<file path="src/inc/flow_port_map.svh">
// Constants of the flow sensor command port: bus address, command codes,
// status encodings, checksum setup and timing figures.
// Assumes a 40 MHz system clock; counts derive from times below.
`ifndef FLOW_PORT_MAP_SVH
`define FLOW_PORT_MAP_SVH

`define TGT_ADDR      7'h2A
`define CMD_START_O2  16'h3603
`define CMD_START_AIR 16'h3608
`define CMD_START_MIX 16'h3632
`define CMD_CONC_UPD  16'hE17D
`define CMD_PTR_RST   16'hE000

`define GAS_O2        4'h0
`define GAS_AIR       4'h1
`define GAS_MIX       4'h6
`define CONC_PURE     10'h3FF
`define CONC_MAX      16'h03E8

`define CRC_POLY      8'h31
`define CRC_INIT      8'hFF

`define RD_BYTES      4'h9
`define WR_BYTES_MAX  3'h5
`define AVG_N_MAX     8'h80
`define EXP_NUM       20'sh00005
`define EXP_SHIFT     8

`define CLK_MHZ       40
`define T_SAMPLE_NS   500000
`define T_FIRST_US    12000
`define T_EXP_NS      64000000
`define SAMPLE_CYC    (`T_SAMPLE_NS * `CLK_MHZ / 1000)
`define FIRST_CYC     (`T_FIRST_US * `CLK_MHZ)
`define AVG_LIMIT     (`T_EXP_NS / `T_SAMPLE_NS)

`endif

</file>
<file path="src/inc/flow_port_pkg.sv">
// Types used by the flow sensor command port for samples, results and target state.
// Assumes nothing beyond the constants header.
package flow_port_pkg;

  typedef struct packed {
    logic signed [15:0] flow;
    logic signed [15:0] temp;
  } sample_t;

  typedef struct packed {
    logic [15:0] flow;
    logic [15:0] temp;
    logic [15:0] status;
  } result_t;

  typedef enum logic [2:0] {
    ST_IDLE, ST_ADDR, ST_AACK, ST_WR, ST_WACK, ST_RD, ST_RACK
  } tgt_state_t;

endpackage

</file>
<file path="src/verilog/sample_fifo.sv">
// Synchronous FIFO for raw samples between the front end and averaging.
// Assumes one clock; in_ready comes from a register.
`timescale 1ns/10ps
module sample_fifo #(
  parameter int WIDTH = 32,
  parameter int DEPTH = 8
) (
  input  wire logic             mclk_in,
  input  wire logic             sys_rst_in,
  input  wire logic             in_valid_in,
  input  wire logic [WIDTH-1:0] in_data_in,
  output logic                  in_ready_out,
  output logic                  out_valid_out,
  output logic [WIDTH-1:0]      out_data_out,
  input  wire logic             out_ready_in
);
  localparam int AW = $clog2(DEPTH);
  logic [WIDTH-1:0] mem_ff [DEPTH];
  logic [AW-1:0]    wr_ptr_ff;
  logic [AW-1:0]    rd_ptr_ff;
  logic [AW:0]      cnt_ff;
  logic [AW:0]      nxt_cnt;
  logic             push;
  logic             pop;

  if (DEPTH < 2 || (1 << AW) != DEPTH) begin : g_chk
    $error("sample_fifo: DEPTH must be a power of two, at least 2");
  end

  assign push = in_valid_in & in_ready_out;
  assign pop  = out_valid_out & out_ready_in;
  assign out_valid_out = (cnt_ff != '0);
  assign out_data_out  = mem_ff[rd_ptr_ff];

  // Occupancy: full and empty follow the count exactly
  always_comb begin
    nxt_cnt = cnt_ff;
    if (push && !pop) nxt_cnt = cnt_ff + 1'b1;
    else if (pop && !push) nxt_cnt = cnt_ff - 1'b1;
  end

  always_ff @(posedge mclk_in) begin
    if (sys_rst_in) begin
      cnt_ff       <= '0;
      wr_ptr_ff    <= '0;
      rd_ptr_ff    <= '0;
      in_ready_out <= 1'b0;
    end else begin
      cnt_ff       <= nxt_cnt;
      in_ready_out <= (nxt_cnt != (AW+1)'(DEPTH));  // Built from the next count, so no lag
      if (push) wr_ptr_ff <= wr_ptr_ff + 1'b1;
      if (pop)  rd_ptr_ff <= rd_ptr_ff + 1'b1;
    end
  end

  // Storage has no reset; only written slots are ever read
  always_ff @(posedge mclk_in) begin
    if (push) mem_ff[wr_ptr_ff] <= in_data_in;
  end
endmodule

</file>
<file path="src/verilog/crc8_word.sv">
// Checksum over one 16-bit word, high byte first, MSB first.
// Purely combinational; used for both transmit and argument checks.
`timescale 1ns/10ps
`include "flow_port_map.svh"
module crc8_word (
  input  wire logic [15:0] word_in,
  output logic [7:0]       crc_out
);
  // Bit-serial polynomial division, unrolled by the loop
  always_comb begin
    crc_out = `CRC_INIT;
    for (int i = 15; i >= 0; i--) begin
      if (crc_out[7] ^ word_in[i]) crc_out = {crc_out[6:0], 1'b0} ^ `CRC_POLY;
      else crc_out = {crc_out[6:0], 1'b0};
    end
  end
endmodule

</file>
<file path="src/verilog/flow_cmd_port.sv">
// Serial-bus target and command interpreter of a gas flow sensor.
// Assumes SCL/SDA arrive asynchronously from an external open-drain bus,
// and raw samples arrive on mclk_in through a valid/ready stream.
//
// Notes on behaviour
// - Answer as target at 7-bit address 0x2A, direction bit follows.
// - Command words are sixteen bits, high byte first.
// - Argumented command: command, 16-bit argument, then its checksum.
// - Reads return 16-bit words, each followed by its checksum byte.
// - Controller NACK then STOP ends a read; release data, go idle.
// - Start code picks table: 3603 oxygen, 3608 air, 3632 mixture.
// - Only the mixture start carries an argument, the oxygen per mille.
// - Once started, keep measuring and refreshing results without commands.
// - Flow, temperature and status all readable in one read transfer.
// - First result readable 12 ms after start is accepted.
// - Read header with no data available is not acknowledged.
// - Flow low byte, flow checksum, then temperature high byte follow.
// - Flow and temperature are raw signed sixteen-bit values.
// - A status word accompanies every flow and temperature result.
// - Status 15:12 encode running start command, 3603 gives zero.
// - Status bit 10 is 0 for average-until-read, 1 for fixed count.
// - Status 9:0 are 0x3FF for pure gas, else oxygen per mille.
// - Take a new flow sample about every half millisecond.
// - Until-read past 64 ms switches to exponential smoothing, factor 0.02.
// - Concentration update accepted during measurement without stopping; an argument above 1000 stops the measurement instead.
`timescale 1ns/10ps
`include "flow_port_map.svh"
module flow_cmd_port #(
  parameter int SAMPLE_CYC = `SAMPLE_CYC,
  parameter int FIRST_CYC  = `FIRST_CYC,
  parameter int FIFO_DEPTH = 8
) (
  input  wire logic        mclk_in,
  input  wire logic        sys_rst_in,
  input  wire logic        scl_in,
  input  wire logic        sda_in,
  output logic             sda_out,
  output logic             sda_oe_out,
  input  wire logic        sample_valid_in,
  input  wire logic [31:0] sample_data_in,
  output logic             sample_ready_out,
  input  wire logic [7:0]  avg_n_in,
  output logic             meas_active_out,
  output logic             data_ready_out,
  output logic [3:0]       gas_sel_out,
  output logic             cmd_reject_out
);
  localparam int TW = $clog2(FIRST_CYC + 1);

  // The tick counter shares the warm-up width, so the sample period may not exceed it
  if (SAMPLE_CYC < 1 || SAMPLE_CYC > FIRST_CYC
      || FIRST_CYC < 1 || FIRST_CYC >= (1 << 24)) begin : g_chk
    $error("flow_cmd_port: timing counts out of range");
  end

  // Bus synchronisers and edge history
  logic scl_s1_ff, scl_s2_ff, scl_d_ff;
  logic sda_s1_ff, sda_s2_ff, sda_d_ff;
  logic scl_rise, scl_fall, bus_start, bus_stop;

  // Target state
  flow_port_pkg::tgt_state_t st_ff;
  logic [7:0]  sr_ff;
  logic [3:0]  bit_ff;
  logic        rd_dir_ff;
  logic        nack_ff;
  logic        wr_seen_ff;
  logic [2:0]  rx_cnt_ff;
  logic [7:0]  rx_ff [5];
  logic [3:0]  tx_idx_ff;
  logic [7:0]  tx_byte;
  logic [15:0] tx_word;
  logic [7:0]  tx_crc;

  // Measurement state
  flow_port_pkg::result_t res_ff;
  flow_port_pkg::result_t shadow_ff;
  flow_port_pkg::sample_t smp;
  logic              smp_valid;
  logic              smp_take;
  logic              meas_ff;
  logic              warm_ff;
  logic [TW-1:0]     warm_cnt_ff;
  logic [TW-1:0]     tick_cnt_ff;
  logic              tick;
  logic [3:0]        gas_ff;
  logic [9:0]        conc_ff;
  logic signed [23:0] acc_ff;
  logic [8:0]        cnt_ff;
  logic              exp_ff;
  logic signed [15:0] ema_ff;
  logic              read_take;
  logic              fixed_mode;
  logic [8:0]        n_eff;
  logic [15:0]       res_ff_status;

  // Command decode
  logic [15:0] cmd_w;
  logic [15:0] arg_w;
  logic [7:0]  arg_crc;
  logic        arg_ok;
  logic        exec;

  // Raw samples pass a FIFO so the front end can run ahead of the tick
  sample_fifo #(
    .WIDTH (32),
    .DEPTH (FIFO_DEPTH)
  ) u_fifo (
    .mclk_in       (mclk_in),
    .sys_rst_in    (sys_rst_in),
    .in_valid_in   (sample_valid_in),
    .in_data_in    (sample_data_in),
    .in_ready_out  (sample_ready_out),
    .out_valid_out (smp_valid),
    .out_data_out  (smp),
    .out_ready_in  (smp_take)
  );

  crc8_word u_tx_crc (
    .word_in (tx_word),
    .crc_out (tx_crc)
  );

  crc8_word u_rx_crc (
    .word_in (arg_w),
    .crc_out (arg_crc)
  );

  // Two stages before anything looks at the bus, then one of history
  always_ff @(posedge mclk_in) begin
    if (sys_rst_in) begin
      {scl_s1_ff, scl_s2_ff, scl_d_ff} <= 3'h7;
      {sda_s1_ff, sda_s2_ff, sda_d_ff} <= 3'h7;
    end else begin
      {scl_s1_ff, scl_s2_ff, scl_d_ff} <= {scl_in, scl_s1_ff, scl_s2_ff};
      {sda_s1_ff, sda_s2_ff, sda_d_ff} <= {sda_in, sda_s1_ff, sda_s2_ff};
    end
  end

  assign scl_rise  = scl_s2_ff & ~scl_d_ff;
  assign scl_fall  = ~scl_s2_ff & scl_d_ff;
  assign bus_start = scl_s2_ff & scl_d_ff & sda_d_ff & ~sda_s2_ff;
  assign bus_stop  = scl_s2_ff & scl_d_ff & ~sda_d_ff & sda_s2_ff;

  always_comb begin
    tx_word = shadow_ff.status;
    if (tx_idx_ff < 4'h3) tx_word = shadow_ff.flow;
    else if (tx_idx_ff < 4'h6) tx_word = shadow_ff.temp;
  end

  // word high, word low, checksum, then next word
  always_comb begin
    case (tx_idx_ff)
      4'h0, 4'h3, 4'h6: tx_byte = tx_word[15:8];
      4'h1, 4'h4, 4'h7: tx_byte = tx_word[7:0];
      4'h2, 4'h5, 4'h8: tx_byte = tx_crc;
      default:          tx_byte = 8'hFF;  // Past the end the line floats high
    endcase
  end

  // Address acknowledged with the read bit: snapshot the newest result set
  assign read_take = (st_ff == flow_port_pkg::ST_ADDR) && scl_fall && (bit_ff == 4'h8)
                     && (sr_ff[7:1] == `TGT_ADDR) && sr_ff[0] && data_ready_out;

  // Bus target sequencing; data changes only while SCL is low
  always_ff @(posedge mclk_in) begin
    if (sys_rst_in) begin
      st_ff      <= flow_port_pkg::ST_IDLE;
      sr_ff      <= 8'h00;
      bit_ff     <= 4'h0;
      rd_dir_ff  <= 1'b0;
      nack_ff    <= 1'b0;
      wr_seen_ff <= 1'b0;
      rx_cnt_ff  <= 3'h0;
      tx_idx_ff  <= 4'h0;
      sda_oe_out <= 1'b0;
    end else if (bus_start) begin
      st_ff      <= flow_port_pkg::ST_ADDR;
      bit_ff     <= 4'h0;
      sda_oe_out <= 1'b0;
    end else if (bus_stop) begin
      st_ff      <= flow_port_pkg::ST_IDLE;
      sda_oe_out <= 1'b0;
      wr_seen_ff <= 1'b0;
    end else if (scl_rise) begin
      if (st_ff == flow_port_pkg::ST_ADDR || st_ff == flow_port_pkg::ST_WR) begin
        sr_ff  <= {sr_ff[6:0], sda_s2_ff};
        bit_ff <= bit_ff + 4'h1;
      end
      if (st_ff == flow_port_pkg::ST_RACK) nack_ff <= sda_s2_ff;
    end else if (scl_fall) begin
      case (st_ff)
        flow_port_pkg::ST_ADDR: begin
          if (bit_ff == 4'h8) begin
            // no data means no acknowledge on a read header
            if (sr_ff[7:1] == `TGT_ADDR && (!sr_ff[0] || data_ready_out)) begin
              st_ff      <= flow_port_pkg::ST_AACK;
              sda_oe_out <= 1'b1;
              rd_dir_ff  <= sr_ff[0];
              tx_idx_ff  <= 4'h0;
              if (!sr_ff[0]) begin
                rx_cnt_ff  <= 3'h0;
                wr_seen_ff <= 1'b1;
              end
            end else begin
              st_ff <= flow_port_pkg::ST_IDLE;
            end
          end
        end
        flow_port_pkg::ST_AACK: begin
          bit_ff <= 4'h0;
          if (rd_dir_ff) begin
            st_ff      <= flow_port_pkg::ST_RD;
            sr_ff      <= tx_byte;
            sda_oe_out <= ~tx_byte[7];
          end else begin
            st_ff      <= flow_port_pkg::ST_WR;
            sda_oe_out <= 1'b0;
          end
        end
        flow_port_pkg::ST_WR: begin
          // bytes gather high first into the command buffer
          if (bit_ff == 4'h8) begin
            if (rx_cnt_ff < `WR_BYTES_MAX) begin
              st_ff      <= flow_port_pkg::ST_WACK;
              sda_oe_out <= 1'b1;
              rx_cnt_ff  <= rx_cnt_ff + 3'h1;
            end else begin
              st_ff <= flow_port_pkg::ST_IDLE;  // Overlong write is refused
            end
          end
        end
        flow_port_pkg::ST_WACK: begin
          st_ff      <= flow_port_pkg::ST_WR;
          bit_ff     <= 4'h0;
          sda_oe_out <= 1'b0;
        end
        flow_port_pkg::ST_RD: begin
          if (bit_ff == 4'h7) begin
            st_ff      <= flow_port_pkg::ST_RACK;
            sda_oe_out <= 1'b0;
          end else begin
            sr_ff      <= {sr_ff[6:0], 1'b1};
            sda_oe_out <= ~sr_ff[6];
            bit_ff     <= bit_ff + 4'h1;
          end
        end
        flow_port_pkg::ST_RACK: begin
          // controller NACK ends the read early
          if (nack_ff) begin
            st_ff <= flow_port_pkg::ST_IDLE;
          end else begin
            st_ff <= flow_port_pkg::ST_RD;
            bit_ff <= 4'hF;  // Marks a byte still to be loaded
            tx_idx_ff <= tx_idx_ff + 4'h1;
          end
        end
        default: st_ff <= flow_port_pkg::ST_IDLE;
      endcase
    end else if (st_ff == flow_port_pkg::ST_RD && bit_ff == 4'hF) begin
      // First bit of each later byte, one cycle after the index moved on
      sr_ff      <= tx_byte;
      sda_oe_out <= ~tx_byte[7];
      bit_ff     <= 4'h0;
    end
  end

  // Received bytes land in order; storage needs no reset
  always_ff @(posedge mclk_in) begin
    if (st_ff == flow_port_pkg::ST_WR && scl_fall && bit_ff == 4'h8
        && rx_cnt_ff < `WR_BYTES_MAX) begin
      rx_ff[rx_cnt_ff] <= sr_ff;
    end
  end

  // Open drain: the line is only ever pulled low
  always_ff @(posedge mclk_in) begin
    sda_out <= 1'b0;
  end

  assign cmd_w  = {rx_ff[0], rx_ff[1]};
  assign arg_w  = {rx_ff[2], rx_ff[3]};
  assign arg_ok = (rx_cnt_ff == 3'h5) && (arg_crc == rx_ff[4]);
  assign exec   = bus_stop && wr_seen_ff;

  // Command execution at STOP after a write
  always_ff @(posedge mclk_in) begin
    if (sys_rst_in) begin
      meas_ff        <= 1'b0;
      gas_ff         <= `GAS_O2;
      conc_ff        <= `CONC_PURE;
      cmd_reject_out <= 1'b0;
    end else begin
      cmd_reject_out <= 1'b0;
      if (exec && rx_cnt_ff >= 3'h2) begin
        if (!meas_ff && rx_cnt_ff == 3'h2
            && (cmd_w == `CMD_START_O2 || cmd_w == `CMD_START_AIR)) begin
          // no argument with a pure gas
          meas_ff <= 1'b1;
          gas_ff  <= (cmd_w == `CMD_START_O2) ? `GAS_O2 : `GAS_AIR;
          conc_ff <= `CONC_PURE;
        end else if (!meas_ff && cmd_w == `CMD_START_MIX) begin
          if (arg_ok && arg_w <= `CONC_MAX) begin
            meas_ff <= 1'b1;
            gas_ff  <= `GAS_MIX;
            conc_ff <= arg_w[9:0];
          end else begin
            cmd_reject_out <= 1'b1;
          end
        end else if (meas_ff && cmd_w == `CMD_CONC_UPD) begin
          if (!arg_ok) cmd_reject_out <= 1'b1;
          else if (arg_w > `CONC_MAX) meas_ff <= 1'b0;
          else conc_ff <= arg_w[9:0];
        end
      end
    end
  end

  always_ff @(posedge mclk_in) begin
    if (sys_rst_in || !meas_ff) begin
      warm_cnt_ff <= '0;
      warm_ff     <= 1'b0;
    end else if (!warm_ff) begin
      warm_cnt_ff <= warm_cnt_ff + 1'b1;
      warm_ff     <= (warm_cnt_ff == TW'(FIRST_CYC - 1));
    end
  end

  always_ff @(posedge mclk_in) begin
    if (sys_rst_in || !warm_ff) tick_cnt_ff <= '0;
    else if (tick) tick_cnt_ff <= '0;
    else tick_cnt_ff <= tick_cnt_ff + 1'b1;
  end
  assign tick = warm_ff && (tick_cnt_ff == TW'(SAMPLE_CYC - 1));

  // Drain stalls between ticks, so the FIFO fills and pushes back
  assign smp_take   = tick & smp_valid;
  assign fixed_mode = (avg_n_in != 8'h00);
  assign n_eff      = (avg_n_in > `AVG_N_MAX) ? {1'b0, `AVG_N_MAX} : {1'b0, avg_n_in};

  // averaging keeps refreshing results while running
  always_ff @(posedge mclk_in) begin
    logic signed [23:0] a;
    logic [8:0]         c;
    logic signed [19:0] d;
    a = '0;
    c = '0;
    d = '0;
    if (sys_rst_in || !meas_ff) begin
      acc_ff         <= '0;
      cnt_ff         <= '0;
      exp_ff         <= 1'b0;
      ema_ff         <= '0;
      data_ready_out <= 1'b0;
      res_ff         <= '0;
    end else begin
      a = (read_take && !fixed_mode) ? 24'sh000000 : acc_ff;
      c = (read_take && !fixed_mode) ? 9'h000 : cnt_ff;
      if (read_take && !fixed_mode) exp_ff <= 1'b0;
      if (smp_take) begin
        res_ff.temp    <= smp.temp;
        data_ready_out <= 1'b1;
        a = a + 24'(smp.flow);
        c = c + 9'h001;
        if (fixed_mode) begin
          if (c >= n_eff) begin
            res_ff.flow <= 16'(a / $signed({1'b0, c}));
            a = '0;
            c = '0;
          end
        end else if (exp_ff && !read_take) begin
          d = (20'(smp.flow) - 20'(ema_ff)) * `EXP_NUM;
          ema_ff      <= ema_ff + 16'(d >>> `EXP_SHIFT);
          res_ff.flow <= ema_ff + 16'(d >>> `EXP_SHIFT);
        end else begin
          res_ff.flow <= 16'(a / $signed({1'b0, c}));
          if (c == 9'(`AVG_LIMIT)) begin
            // 64 ms of means hand over to smoothing
            exp_ff <= 1'b1;
            ema_ff <= 16'(a / $signed({1'b0, c}));
          end
        end
      end
      acc_ff <= a;
      cnt_ff <= c;
    end
  end

  always_comb begin
    res_ff_status = {gas_ff, exp_ff & ~fixed_mode, fixed_mode, conc_ff};
  end

  // one snapshot serves the whole read transfer
  always_ff @(posedge mclk_in) begin
    if (sys_rst_in) shadow_ff <= '0;
    else if (read_take) shadow_ff <= '{res_ff.flow, res_ff.temp, res_ff_status};
  end

  // Visible state
  always_ff @(posedge mclk_in) begin
    if (sys_rst_in) begin
      meas_active_out <= 1'b0;
      gas_sel_out     <= `GAS_O2;
    end else begin
      meas_active_out <= meas_ff;
      gas_sel_out     <= gas_ff;
    end
  end
endmodule

</file>
<file path="config.mk">
export PLATFORM = sky130hd
export DESIGN_NAME = flow_cmd_port
export DESIGN_NICKNAME = d
export VERILOG_FILES = /design/src/inc/flow_port_pkg.sv /design/src/verilog/sample_fifo.sv /design/src/verilog/crc8_word.sv /design/src/verilog/flow_cmd_port.sv
export VERILOG_INCLUDE_DIRS = /design/src /design/src/inc
export SDC_FILE = /design/constraint.sdc
export NUM_CORES = 2
export LEC_CHECK = 0
export ABC_AREA = 1
export BUFFER_PORTS_ARGS = -buffer_cell sky130_fd_sc_hd__buf_2
export CORE_ASPECT_RATIO = 0.5
export CORE_MARGIN = 2
export CORE_UTILIZATION = 60
export CTS_CLUSTER_SIZE = 40
export DETAILED_ROUTE_END_ITERATION = 7
export GPL_TIMING_DRIVEN = 0
export PLACE_DENSITY = 0.76
export SLEW_MARGIN = 10
export SYNTH_ARGS = -nofsm -noshare
export SYNTH_HDL_FRONTEND = slang
export SYNTH_SLANG_ARGS = --single-unit
</file>
<file path="constraint.sdc">
create_clock -name mclk_in -period 173.7 [get_ports mclk_in]
set_input_delay 43.425 -clock mclk_in [delete_from_list [all_inputs] [get_ports mclk_in]]
set_output_delay 43.425 -clock mclk_in [all_outputs]
set_load 0.01 [all_outputs]
</file>
* Yosys cells after proc, flatten, opt, wreduce, memory -nomap -nowiden
Memories as Yosys holds them, arrays and structs flattened. A register that Yosys moved wholly into a read port is not among the register bits. Cells that the tools add are included.
Word-level totals: memories 2, bits in registers 234, output and inout port bits 10, RAM bits 296
Cells by class: reduce and logical (&&, ||, !) cells 76, multiply operators 1, order comparisons 8, div/mod/pow operators 1, bitwise gates (word level) 82, eq/ne operators 56, multiplexer cells 135, add/subtract/negate cells 13
Memory list:
- u_fifo.mem_ff | words 8, width 32, rd ports 1, clocked after Yosys merged registers in 1, wr ports 1, RTL line sample_fifo.sv:18 | logic [WIDTH-1:0] mem_ff [DEPTH];
- rx_ff | words 5, width 8, rd ports 5, clocked after Yosys merged registers in 0, wr ports 1, RTL line flow_cmd_port.sv:69 | logic [7:0] rx_ff [5];
Operators by type and width (count):
- $mux 6 | 32
- $mux 16 | 7
- $mux 24 | 4
- $not 3->3 | 30
- $mux 10 | 6
- $mux 4 | 14
- $mux 8 | 7
- $eq 16x14->1 const B | 3
- $mux 1 | 40
- $mux 3 | 13
- $add 19x1->19 const B | 2
- $mux 9 | 4
- $reduce_and 7->1 | 4
- $xor 1x1->1 | 26
- $add 24x16->24 | 1
- $div 24x10->24 | 1
- $pmux 8 s3 | 1
- $logic_and 1x1->1 | 23
- $eq 4x3->1 const B | 5
- $mul 17x4->20 const B | 1
- $ne 4x4->1 const B | 5
- $reduce_and 5->1 | 4
- $reduce_bool 2->1 | 10
- $eq 19x15->1 const B | 1
- other kinds (58) | 128

* Longest topological paths before layout
depth in word-level cells 39, depth in mapped cells 407, gate-level depth less buffers 381

* Hierarchy
A second synthesis with hierarchy kept.
Unflattened totals: cell total of the unflattened synthesis 5608, area total of the unflattened synthesis 40772.9 um2
By module, submodules not included:
- flow_cmd_port | seq. area each 5545.3 um2, times used 1, cells an instance 4492, area an instance 28680.0 um2
- sample_fifo | seq. area each 7967.6 um2, times used 1, cells an instance 826, area an instance 10626.4 um2
- crc8_word | seq. area each 0.0 um2, times used 2, cells an instance 145, area an instance 733.2 um2

* Worst setup path after synthesis
OpenSTA, ideal clock, no wires.
path kind input to register, start point input avg_n_in[2], end point register res_ff[46] (netlist name), data required time 173.581 ns, slack 76.776 ns, setup time 0.119 ns, arrival time 96.805 ns, stages 385, cell sequence nor2_1 nand2_1 nor2_4 nand3_4 bufinv_8 buf_6 nor2_1 ha_1 fa_1 inv_1 nand2_1 a21oi_1 nand3_1 nor2_1 nand3_1 nor2_4 nand3_4 nor2_4 [... 349 more ...] a21oi_1 o21ai_0 and2_1 nand2_1 nand2_1 nor2_1 nand2_2 nor2_4 ha_1 nand4_1 o31ai_2 nand2_1 a21oi_2 xor2_1 nand2_1 o21ai_1 nor2_1 o221a_1
Between the ends: longest elaborated chain between the ends 8, elaborated cells on any way between the ends 16, those cells by class add/sub: 2; div: 1; order compare: 2; eq/ne: 1; mux: 6; reduce/logical: 4
Ends and longest elaborated chain:
- from (decl) | RTL line flow_cmd_port.sv:42 | input wire logic [7:0] avg_n_in,
- $reduce_bool 8->1 | RTL line flow_cmd_port.sv:338 | assign fixed_mode = (avg_n_in != 8'h00);
- $logic_not 1->1 | RTL line flow_cmd_port.sv:357, flow_cmd_port.sv:358
- $logic_and 1x1->1 | RTL line flow_cmd_port.sv:357, flow_cmd_port.sv:358
- $mux 24 or $mux 9 (tied branches) | RTL line flow_cmd_port.sv:357, flow_cmd_port.sv:358
- $add 24x16->24 or $add 9x1->9 (tied branches) | RTL line flow_cmd_port.sv:363, flow_cmd_port.sv:364
- $div 24x10->24 or $ge 9x8->1 (tied branches) | RTL line flow_cmd_port.sv:367, flow_cmd_port.sv:376, flow_cmd_port.sv:366
- $mux 16 (tied with other cells) | RTL line flow_cmd_port.sv:371 | end else if (exp_ff && !read_take) begin
- $mux 16 or $reduce_and 2->1 (tied branches)
- to (decl) | RTL line flow_cmd_port.sv:76 | flow_port_pkg::result_t res_ff;
Several ways; a longest one is shown, not always the timed one. The select of a mux whose other input is x is not followed. A chain may end at the register's enable or synchronous reset.

* Worst setup path in the final report
start point input avg_n_in[0], end point register res_ff[44] (netlist name)
The elaborated chain is that of the path after synthesis.

==> flow_summary.yaml <==
global_route:
  grt_pass1_vias: 35100
  grt_max_degree: 29
  track_usage_pct: 30.4
  grt-ovfl-total: 0
  grt_first_pass_wirelength_um: 177000
  antenna_found_initial: 1
worst_setup_path:
  worstPathMaxFanout: 10
  critPathSlowestCell: "nor4_1"
  crit_family: "compound AO/OA/AOI/OAI gates"
  cpMostUsedCell: "a21oi_1"
  critPathLaunchType: "primary input"
  worst-path-buf-inv: 84
  crit_required_ns: 174.19
  crit_type: "in -> reg"
  cp-end-kind: "flop"
  critPathArrivalTime_ns: 108.09
  cpPeakStageDelay_ns: 0.62
clock_tree:
  cts.sinks: 527
  cts_tree: "built"
  clockBufferDepth: 3
  htreeDepth: 2
  cts_setup_buffers: 0
  clk_latency_ns: 0.62
  cts_root_buf: "clkbuf_16"
  path_clk_slew_ns: 0.06
  hold_buffers: 0
  cts_resized: 0
  numCtsBuffers: 49
logic_synthesis:
  synth_enable_flop_cells: 296
  synth_cells: 5486
  yosys.cell_count.top_type: "nand2_1"
  synth_common_cells: "nand2_1, inv_1, nor2_1"
  synth_area_mm2: 0.0416
  synth_flop_cell: "edfxtp_1"
  ys_seq_elements: 527
  async_reset_ff_share_pct: 0
  yosys.area.top_type: "edfxtp_1"
  synth_top_area_share_pct: 21.4
  yosysUniqueCellTypes: 96
  yosys-top-cells-area: "edfxtp_1, dfxtp_1, nand2_1"
  seq_area_frac_synth_pct: 32.5
  avgSynthCellArea_um2: 7.59
  yosys_warnings: 0
die:
  dieHeight_um: 190
  std_cell_rows: 68
  start_util_pct: 60.5
  core_mm2: 0.0688
  die_area_mm2: 0.0716
  io_pins: 55
  die_w_um: 376
timing:
  period_needed_ns: 107.60
  relSlewSlack_pct: 22.5
  hold_viol: 0
  timing.hold.ws_ns: 0.419
  timing.final.crit_share_pct: 61.9
  worstMarginPinSlew_ns: 1.16
  setup_viol: 0
  rsz0062_at_grt: "no"
  finalSetupTns_ns: 0
  fin_worst_skew_ns: 0.0194
  fmax_mhz: 9.29
  slew_viol_final: 0
placement:
  finalWeightedCongestion: 0.999
  place_inst: 6461
  numPortBuffers: 52
  hpwl_um: 85900
job:
  max-cap-violations: 0
layout:
  drive_above_1_share_pct: 13.1
  finalNonFillerCells: 6550
  final.fill_count: 5909
  syn_to_final_growth_pct: 8.23
  insertedDiodeCount: 0
  num-nets-final: 5947
drt:
  via_per_inst: 5.69
  drtIter0Drc: 3181
  routed-via-count: 37300
  dr.pass1.iters: 8
  wl_per_cell_um: 16.9
  drc_errors: 0
  drt_wl_total_um: 111000
  postRouteAntennaNets: 0
min_path:
  hold_path_class: "reg -> reg"
status:
  status: "finished clean"
flip-flops by register name (all words and copies together) (netlist names), 16 cells and up, named ones only:
name,flops
acc_ff,24
ema_ff,16
res_ff,32
rx_ff,40
shadow_ff,46
tick_cnt_ff,19
u_fifo.mem_ff,256
warm_cnt_ff,19
cell families (layout without fill, tap and decap cells):
logic type,Yosys count,in the layout,synth area share (%)
AOI/OAI and AO/OA,1067,1067,14.6
xor gates and xnor gates,260,260,5.52
adders and majority gates,300,300,9.07
buffers and inverters,946,1099,9.89
DFF,527,527,32.5
muxes,2,2,0.0511
other,1,2,0.00901
and+or+nand+nor,2383,2383,28.4
layout by cell type (no fill, tap or decap), types with 16 or more instances in the layout:
cell	instances
nand2_1	1009
inv_1	718
nor2_1	491
o21ai_0	417
a21oi_1	352
ha_1	297
edfxtp_1	296
nand3_1	247
dfxtp_1	231
xor2_1	191
nand2_2	170
clkbuf_1	100
nand4_1	89
nor3_1	72
xnor2_1	66
inv_2	55
nand3_2	52
clkbuf_16	52
buf_2	52
nor2_2	48
nand2_4	45
o22ai_1	41
o21bai_1	39
nor2_4	36
o211ai_1	32
or2_2	26
a31oi_1	26
o21ai_1	24
o21ai_2	20
clkinv_1	19
nand3_4	17
clkbuf_8	17
buf_6	16
nor4_1	16
a311oi_1	16
final cells by class:
class / count / area (µm²) / area share, %
clock inverters: 25 / 278 / 0.617
clock buffers: 64 / 1370 / 3.03
flip-flops and latches: 527 / 13500 / 30.0
inverters: 798 / 3060 / 6.80
well taps: 910 / 1140 / 2.53
plain buffers: 148 / 1050 / 2.33
repair buffers: 64 / 536 / 1.19
multi-input cells: 4014 / 24100 / 53.5
worst paths after layout:
path               startpoint    endpoint  slack [ns]  cells past startpoint
hold / removal      scl_s1_ff   scl_s2_ff        0.42                      1
hold reg to reg     scl_s1_ff   scl_s2_ff        0.42                      1
setup reg to reg         flop  res_ff[44]      107.74                    381
setup / recovery  avg_n_in[0]  res_ff[44]       66.10                    382
per-stage QoR:
stage	cell area [µm²]	util (%)	setup slack [ns]
CTS	45000	65.4	66.68
global route	45000	65.4	59.07
finish	45000	65.4	66.10
detailed placement	43400	63.0	66.28
floorplan	41600	-	76.78
global placement	43000	62.5	67.82
routing by layer:
metal | part of all wire (%) | vias to the layer above | wire [µm] | track usage [%]
met5 | 0.013 | - | 14 | 0
met4 | 1.7 | 2 | 1940 | 7.09
met3 | 6.6 | 156 | 7270 | 3.81
met2 | 47 | 1197 | 51500 | 51.8
met1 | 45 | 17400 | 50000 | 41.4
li1 | - | 18500 | - | -
Power is left out: the tool's default activity adds up to more than one toggle a clock period on the data nets, which glitch-free logic cannot reach.
